$ cat src/rtl/status_pkg.sv
/*
  constants, field layout and address decode for the processor status word.
  assumes a single 20 MHz clock domain and an AXI4-Lite master on the bus side.
*/
package status_pkg;

  localparam int ADDR_W = 8;
  localparam logic [ADDR_W-1:0] STATUS_OFFSET = 8'h00;
  localparam logic [15:0] STATUS_RESET = 16'h0000;

  localparam int HALF_CARRY_BIT = 8;
  localparam int PRIO_HI = 7;
  localparam int PRIO_LO = 5;
  localparam int REPEAT_BIT = 4;
  localparam int NEG_BIT = 3;
  localparam int OVF_BIT = 2;
  localparam int ZERO_BIT = 1;
  localparam int CARRY_BIT = 0;
  localparam logic [15:0] IMPL_MASK = 16'h01FF;
  localparam logic [2:0] PRIO_ALL_MASKED = 3'h7;

  localparam logic [1:0] RESP_OKAY = 2'h0;
  localparam logic [1:0] RESP_SLVERR = 2'h2;

  // true when a byte address selects the status word
  function automatic logic addr_hit(input logic [ADDR_W-1:0] addr);
    addr_hit = (addr[ADDR_W-1:2] == STATUS_OFFSET[ADDR_W-1:2]);
  endfunction

endpackage

$ cat src/rtl/core_link_if.sv
/*
  internal carrier between the bus slave, the flag calculator and the status core.
  assumes all three sit on aclk.
*/
`timescale 1ns/1ps
interface core_link_if;
  logic wr_en;
  logic [15:0] wr_data;
  logic [15:0] wr_mask;
  logic [15:0] rd_data;
  logic calc_half_carry;
  logic calc_neg;
  logic calc_ovf;
  logic calc_zero;
  logic calc_carry;

  modport bus_side (output wr_en, output wr_data, output wr_mask, input rd_data);
  modport flag_side (output calc_half_carry, output calc_neg, output calc_ovf,
    output calc_zero, output calc_carry);
  modport core_side (input wr_en, input wr_data, input wr_mask, output rd_data,
    input calc_half_carry, input calc_neg, input calc_ovf, input calc_zero,
    input calc_carry);
endinterface

$ cat src/rtl/flag_calc.sv
/*
  combinational flag calculator for an add or subtract of two operands.
  assumes operands are held stable for the cycle in which they are flagged valid.
*/
`timescale 1ns/1ps
module flag_calc (
  input wire logic [15:0] op_a,
  input wire logic [15:0] op_b,
  input wire logic op_sub,
  input wire logic op_carry_in,
  input wire logic op_byte,
  core_link_if.flag_side link
);

  // subtract is a plus not-b plus carry-in; carry then means no borrow
  wire logic [15:0] b_eff = op_sub ? ~op_b : op_b;
  wire logic [16:0] sum = {1'b0, op_a} + {1'b0, b_eff} + {16'h0000, op_carry_in};

  // carry out of bit k, recovered from the sum and the inputs of bit k+1
  function automatic logic carry_out(input int k);
    carry_out = sum[k+1] ^ op_a[k+1] ^ b_eff[k+1];
  endfunction

  wire logic msb_a = op_byte ? op_a[7] : op_a[15];
  wire logic msb_b = op_byte ? b_eff[7] : b_eff[15];
  wire logic msb_r = op_byte ? sum[7] : sum[15];

  assign link.calc_half_carry = op_byte ? carry_out(3) : carry_out(7);
  assign link.calc_neg = msb_r;
  assign link.calc_ovf = (msb_a == msb_b) && (msb_r != msb_a);
  assign link.calc_zero = op_byte ? (sum[7:0] == 8'h00) : (sum[15:0] == 16'h0000);
  assign link.calc_carry = op_byte ? carry_out(7) : sum[16];

endmodule

$ cat src/rtl/axi_status_slave.sv
/*
  AXI4-Lite slave for the single status word.
  assumes one write and one read outstanding at most; unmapped addresses give SLVERR.
*/
`timescale 1ns/1ps
module axi_status_slave (
  input wire logic aclk,
  input wire logic aresetn,
  input wire logic [status_pkg::ADDR_W-1:0] s_awaddr,
  input wire logic s_awvalid,
  output logic s_awready,
  input wire logic [31:0] s_wdata,
  input wire logic [3:0] s_wstrb,
  input wire logic s_wvalid,
  output logic s_wready,
  output logic [1:0] s_bresp,
  output logic s_bvalid,
  input wire logic s_bready,
  input wire logic [status_pkg::ADDR_W-1:0] s_araddr,
  input wire logic s_arvalid,
  output logic s_arready,
  output logic [31:0] s_rdata,
  output logic [1:0] s_rresp,
  output logic s_rvalid,
  input wire logic s_rready,
  core_link_if.bus_side link
);

  logic [status_pkg::ADDR_W-1:0] aw_addr;
  logic [15:0] w_data;
  logic [1:0] w_strb;

  // address and data are both held once their readys have dropped
  wire logic write_go = !s_awready && !s_wready && !s_bvalid;
  wire logic write_hit = status_pkg::addr_hit(aw_addr);
  wire logic read_hit = status_pkg::addr_hit(s_araddr);

  assign link.wr_en = write_go && write_hit;
  assign link.wr_data = w_data;
  assign link.wr_mask = {{8{w_strb[1]}}, {8{w_strb[0]}}};

  always_ff @(posedge aclk)
  begin
    if (!aresetn)
    begin
      s_awready <= 1'b1;
      s_wready <= 1'b1;
      s_bvalid <= 1'b0;
      s_bresp <= status_pkg::RESP_OKAY;
      aw_addr <= '0;
      w_data <= 16'h0000;
      w_strb <= 2'h0;
    end
    else
    begin
      if (s_awvalid && s_awready)
      begin
        aw_addr <= s_awaddr;
        s_awready <= 1'b0;
      end
      if (s_wvalid && s_wready)
      begin
        w_data <= s_wdata[15:0];
        w_strb <= s_wstrb[1:0];
        s_wready <= 1'b0;
      end
      if (write_go)
      begin
        s_bvalid <= 1'b1;
        s_bresp <= write_hit ? status_pkg::RESP_OKAY : status_pkg::RESP_SLVERR;
      end
      if (s_bvalid && s_bready)
      begin
        s_bvalid <= 1'b0;
        s_awready <= 1'b1;
        s_wready <= 1'b1;
      end
    end
  end

  always_ff @(posedge aclk)
  begin
    if (!aresetn)
    begin
      s_arready <= 1'b1;
      s_rvalid <= 1'b0;
      s_rdata <= 32'h0000_0000;
      s_rresp <= status_pkg::RESP_OKAY;
    end
    else if (s_arvalid && s_arready)
    begin
      s_arready <= 1'b0;
      s_rvalid <= 1'b1;
      s_rdata <= read_hit ? {16'h0000, link.rd_data} : 32'h0000_0000;
      s_rresp <= read_hit ? status_pkg::RESP_OKAY : status_pkg::RESP_SLVERR;
    end
    else if (s_rvalid && s_rready)
    begin
      s_rvalid <= 1'b0;
      s_arready <= 1'b1;
    end
  end

endmodule

$ cat src/rtl/alu_status_core.sv
/*
  processor status word: arithmetic flags, repeat indicator and current priority field.
  assumes the execution datapath presents one operation per cycle on op_valid, and
  the interrupt controller supplies the nesting disable bit and the extra priority bit.
*/
// Design decisions made here: the AXI4-Lite interface to the registers and the register offsets.
`timescale 1ns/1ps
module alu_status_core (
  input wire logic aclk,
  input wire logic aresetn,
  input wire logic [status_pkg::ADDR_W-1:0] s_awaddr,
  input wire logic s_awvalid,
  output logic s_awready,
  input wire logic [31:0] s_wdata,
  input wire logic [3:0] s_wstrb,
  input wire logic s_wvalid,
  output logic s_wready,
  output logic [1:0] s_bresp,
  output logic s_bvalid,
  input wire logic s_bready,
  input wire logic [status_pkg::ADDR_W-1:0] s_araddr,
  input wire logic s_arvalid,
  output logic s_arready,
  output logic [31:0] s_rdata,
  output logic [1:0] s_rresp,
  output logic s_rvalid,
  input wire logic s_rready,
  input wire logic op_valid,
  input wire logic [15:0] op_a,
  input wire logic [15:0] op_b,
  input wire logic op_sub,
  input wire logic op_carry_in,
  input wire logic op_byte,
  input wire logic affect_half_carry,
  input wire logic affect_neg,
  input wire logic affect_ovf,
  input wire logic affect_zero,
  input wire logic zero_sticky,
  input wire logic affect_carry,
  input wire logic priority_load,
  input wire logic [2:0] priority_value,
  input wire logic repeat_loop_active,
  input wire logic nesting_disable,
  input wire logic priority_high_bit,
  output logic [15:0] alu_status_word,
  output logic [3:0] priority_level,
  output logic user_irq_blocked
);

  core_link_if link ();

  ////////////////////////////////////////////////////////////////////////////////
  // bus slave and flag calculator

  axi_status_slave bus_slave (
    .aclk(aclk),
    .aresetn(aresetn),
    .s_awaddr(s_awaddr),
    .s_awvalid(s_awvalid),
    .s_awready(s_awready),
    .s_wdata(s_wdata),
    .s_wstrb(s_wstrb),
    .s_wvalid(s_wvalid),
    .s_wready(s_wready),
    .s_bresp(s_bresp),
    .s_bvalid(s_bvalid),
    .s_bready(s_bready),
    .s_araddr(s_araddr),
    .s_arvalid(s_arvalid),
    .s_arready(s_arready),
    .s_rdata(s_rdata),
    .s_rresp(s_rresp),
    .s_rvalid(s_rvalid),
    .s_rready(s_rready),
    .link(link.bus_side)
  );

  flag_calc calc (
    .op_a(op_a),
    .op_b(op_b),
    .op_sub(op_sub),
    .op_carry_in(op_carry_in),
    .op_byte(op_byte),
    .link(link.flag_side)
  );

  ////////////////////////////////////////////////////////////////////////////////
  // next-state selection

  wire logic [15:0] sw_bits = link.wr_en ? link.wr_mask : 16'h0000;
  wire logic hw_dc = op_valid && affect_half_carry;
  wire logic hw_n = op_valid && affect_neg;
  wire logic hw_ov = op_valid && affect_ovf;
  wire logic hw_z = op_valid && affect_zero;
  wire logic hw_c = op_valid && affect_carry;
  wire logic sw_ipl = sw_bits[status_pkg::PRIO_LO] && !nesting_disable;

  // hardware update first, then a software write, otherwise the bit holds
  function automatic logic pick_bit(input logic hw, input logic hw_val, input logic sw,
    input logic sw_val, input logic hold);
    pick_bit = hw ? hw_val : (sw ? sw_val : hold);
  endfunction

  // hardware terms are tested first so they win over a same-cycle write
  wire logic next_dc = pick_bit(hw_dc, link.calc_half_carry,
    sw_bits[status_pkg::HALF_CARRY_BIT], link.wr_data[status_pkg::HALF_CARRY_BIT],
    alu_status_word[status_pkg::HALF_CARRY_BIT]);
  wire logic next_n = pick_bit(hw_n, link.calc_neg,
    sw_bits[status_pkg::NEG_BIT], link.wr_data[status_pkg::NEG_BIT],
    alu_status_word[status_pkg::NEG_BIT]);
  wire logic next_ov = pick_bit(hw_ov, link.calc_ovf,
    sw_bits[status_pkg::OVF_BIT], link.wr_data[status_pkg::OVF_BIT],
    alu_status_word[status_pkg::OVF_BIT]);
  // sticky form keeps a set flag on a zero result; any non-zero result clears
  wire logic hw_zero_val = zero_sticky ?
    (link.calc_zero && alu_status_word[status_pkg::ZERO_BIT]) : link.calc_zero;
  wire logic next_z = pick_bit(hw_z, hw_zero_val,
    sw_bits[status_pkg::ZERO_BIT], link.wr_data[status_pkg::ZERO_BIT],
    alu_status_word[status_pkg::ZERO_BIT]);
  wire logic next_c = pick_bit(hw_c, link.calc_carry,
    sw_bits[status_pkg::CARRY_BIT], link.wr_data[status_pkg::CARRY_BIT],
    alu_status_word[status_pkg::CARRY_BIT]);
  wire logic [2:0] next_ipl = priority_load ? priority_value :
    sw_ipl ? link.wr_data[status_pkg::PRIO_HI:status_pkg::PRIO_LO] :
    alu_status_word[status_pkg::PRIO_HI:status_pkg::PRIO_LO];

  // repeat bit follows hardware only; upper bits are never stored
  wire logic [15:0] next_status = {7'h00, next_dc, next_ipl, repeat_loop_active,
    next_n, next_ov, next_z, next_c};

  assign link.rd_data = alu_status_word;

  ////////////////////////////////////////////////////////////////////////////////
  // state

  // each output register has its own short process
  always_ff @(posedge aclk)
  begin
    if (!aresetn)
      alu_status_word <= status_pkg::STATUS_RESET;
    else
      alu_status_word <= next_status;
  end

  always_ff @(posedge aclk)
  begin
    if (!aresetn)
      priority_level <= 4'h0;
    else
      priority_level <= {priority_high_bit, next_ipl};
  end

  always_ff @(posedge aclk)
  begin
    if (!aresetn)
      user_irq_blocked <= 1'b0;
    else
      user_irq_blocked <= (next_ipl == status_pkg::PRIO_ALL_MASKED);
  end
endmodule

$ cat config.mk
export PLATFORM = sky130hd
export DESIGN_NAME = alu_status_core
export DESIGN_NICKNAME = d
export VERILOG_FILES = /design/src/rtl/status_pkg.sv /design/src/rtl/core_link_if.sv /design/src/rtl/flag_calc.sv /design/src/rtl/axi_status_slave.sv /design/src/rtl/alu_status_core.sv
export SDC_FILE = /design/constraint.sdc
export NUM_CORES = 1
export LEC_CHECK = 0
export BUFFER_PORTS_ARGS = -buffer_cell sky130_fd_sc_hd__buf_2
export CORE_AREA = 2 2 94 96
export CTS_CLUSTER_SIZE = 8
export DETAILED_ROUTE_END_ITERATION = 6
export DIE_AREA = 0 0 96 98
export PLACE_DENSITY = 0.86
export SYNTH_ARGS = -nofsm -noshare
export SYNTH_HDL_FRONTEND = slang
export SYNTH_HIERARCHICAL = 1
export SYNTH_SLANG_ARGS = --single-unit
$ cat constraint.sdc
create_clock -name aclk -period 5.2 [get_ports aclk]
set_clock_uncertainty 0.05 [all_clocks]
set_input_delay 0.26 -clock aclk [delete_from_list [all_inputs] [get_ports aclk]]
set_output_delay 0.26 -clock aclk [all_outputs]
set_load 0.01 [all_outputs]
==> results.toml <==
[setup_path]
crit_path_end_kind = "flop"
cp_delay_by_family_top = "compound AO/OA/AOI/OAI gates"
critPathSlowestCell = "a41oi_1"
worst-setup-path-type = "input port to flop"
crit_buf_inv = 2
arrival_time_reported_for_the_critical_path_endpoint_ps = 3570
timing.critical_path.from_type = "input port"
cpPeakStageDelay_ps = 450
required_ps = 5400
cp_max_fo = 16
crit_path_cell_trace = "buf_2 -> xor2_1 -> fa_1 -> inv_1 -> fa_1 -> nor2b_1 -> o211ai_1 -> a21oi_1 -> a41oi_1 -> o21ai_0 -> a211oi_1 -> nor2_1 -> a211oi_1 -> o21a_1 -> o221a_2"

[sta]
grt_setup_unrepaired = "false"
period_share = 0.647
final_hold_viol_count = 0
tns_ps = 0
report.final.setup_viol = 0
worst-slew-pin-transition_ps = 946
finalHoldWorstSlack_ps = 117
slew-limit-headroom = 0.369
final-max-slew-violation-count = 0
max_freq_ghz = 0.297
finalCriticalPeriod_ps = 3370

[global_routing]
grt_start_max_net_pins = 63
grt_first_pass_wirelength_mm = 12.7
global_route.usage.total = 0.165
grt_overflow = 0
number_of_global_route_vias_before_repair = 2909
antenna_violations_before_repair = 1

[power_and_ir_drop]
power_density_mw_per_mm2 = 254
ir_worst_vdd_uv = 118
total_power_consumption_w = 0.000994
cellLeakagePower_nw = 1.80

[finish]
syn_to_final_growth_pct = 17.0
final_nets = 637
drive_gt1_frac = 0.255
post_layout_nonfiller_instances = 622
num-fill-cells = 853

[floorplanning]
row_count = 34
core_sq_mm = 0.00847
ioPinCount = 170
die_width_um = 96
die_ar_sq_mm = 0.00941
die_y_um = 98
start_util = 0.395

[placed_design]
number_of_placed_instances_taps_included = 613
port_buffers = 114
finalWeightedCongestion = 0.834
post-dp-hpwl_mm = 6.40

[logic_synthesis]
post_synth_instance_area_sq_mm = 0.00334
yosys_warnings = 6
mapped_cells = 413
synth_area_per_cell_sq_um = 8.09

[run_status]
status = "finished clean"

[route]
detail_route.first_pass.iterations = 4
avgViaCountPerCell = 4.94
detail_route.drc_violations = 0
dr_total_vias = 3074
wl_per_cell_um = 12.7
wirelength_mm = 7.90
postRouteAntennaNets = 0
first_iter_violations = 109

[clock_network]
tritoncts = "yes"
cts_setup_buffers = 0
library_cell_used_as_clock_root_buffer = "clkbuf_8"
cts_hold_buffers = 0
cts_max_level = 2
worst_setup_hold_path_clk_slew_ps = 90
numCtsBuffers = 5
worstSkewPairLatency_ps = 310
clock_path_buffers = 2
cts_num_sinks = 50
ctsResizeCount = 0

[min_path]
hp-class = "input port to flop"

[job]
cap_violations = 0
==> per-layer routing <==
metal	track usage	vias to the layer above	part of all wire
met5	0	-	0
met4	0.0473	0	0.016
met3	0.0255	12	0.045
met2	0.297	88	0.49
met1	0.198	1381	0.45
li1	-	1593	-
==> path summary, 6_finish.rpt <==
kind | start | end | slack [ps] | cells after the start
min reg2reg | bus_slave/s_rdata[7]$_SDFFE_PN0P_ | bus_slave/s_rdata[7]$_SDFFE_PN0P_ | 420 | 2
max reg2reg | bus_slave/s_awready$_SDFFE_PP1P_ | user_irq_blocked$_SDFF_PN0_ | 3190 | 5
max | op_sub | alu_status_word[1]$_SDFFE_PN0P_ | 1830 | 15
min | priority_high_bit | priority_level[3]$_SDFF_PN0_ | 120 | 2
==> flip-flops by register name, summed over array words and instances, names as in the netlist <==
| register | cells |
|---|---|
| alu_status_word | 8 |
| bus_slave/aw_addr | 6 |
| bus_slave/link.wr_data | 8 |
| bus_slave/s_arready | 1 |
| bus_slave/s_awready | 1 |
| bus_slave/s_bresp | 1 |
| bus_slave/s_bvalid | 1 |
| bus_slave/s_rdata | 16 |
| bus_slave/s_rresp | 1 |
| bus_slave/s_rvalid | 1 |
| bus_slave/s_wready | 1 |
| bus_slave/w_strb | 2 |
| priority_level | 2 |
| user_irq_blocked | 1 |
==> cell type report <==
type | count | area (sq um) | area share
antenna | 1 | 2.50 | 0.000640
clock buffer | 5 | 68.8 | 0.0176
clock inverter | 3 | 48.8 | 0.0125
inverter | 10 | 37.5 | 0.00960
multi-input combinational | 331 | 2040 | 0.523
sequential | 50 | 1000 | 0.256
tap | 108 | 135 | 0.0346
timing repair buffer | 114 | 571 | 0.146
==> through the flow <==
step / setup WS, ps / util / instance area [sq um]
2_1_floorplan: 1620 / - / 3450
3_3_place_gp: 1710 / 0.448 / 3790
3_5_place_dp: 1530 / 0.448 / 3790
4_1_cts: 1830 / 0.461 / 3910
5_1_grt: 1550 / 0.461 / 3910
6_report: 1830 / 0.462 / 3910
==> power by group <==
part / switching (W) / leakage (nW) / internal (W) / total [W]
clock: 0.000135 / 0.0563 / 0.000147 / 0.000281
sequential: 0.0000151 / 0.409 / 0.000400 / 0.000415
combinational: 0.000172 / 1.33 / 0.000126 / 0.000298
==> placed cells by master (no fill, tap or decap), types with 4 or more instances in the layout <==
cell type  count
a211oi_1       7
a21boi_0      15
a21o_1         4
a21oi_1       14
a311oi_1       5
and2_1         4
and3_1         4
buf_2        114
clkbuf_8       5
conb_1        32
dfxtp_1       50
ha_1          15
inv_1         10
nand2_1       48
nand2b_1       6
nand3_1       48
nor2_1        19
nor3_1         4
o21a_1         5
o21ai_0       20
o21ai_1        8
xnor2_1        7
xor2_1        21
No activity file was read; power rests on OpenSTA's default activity.
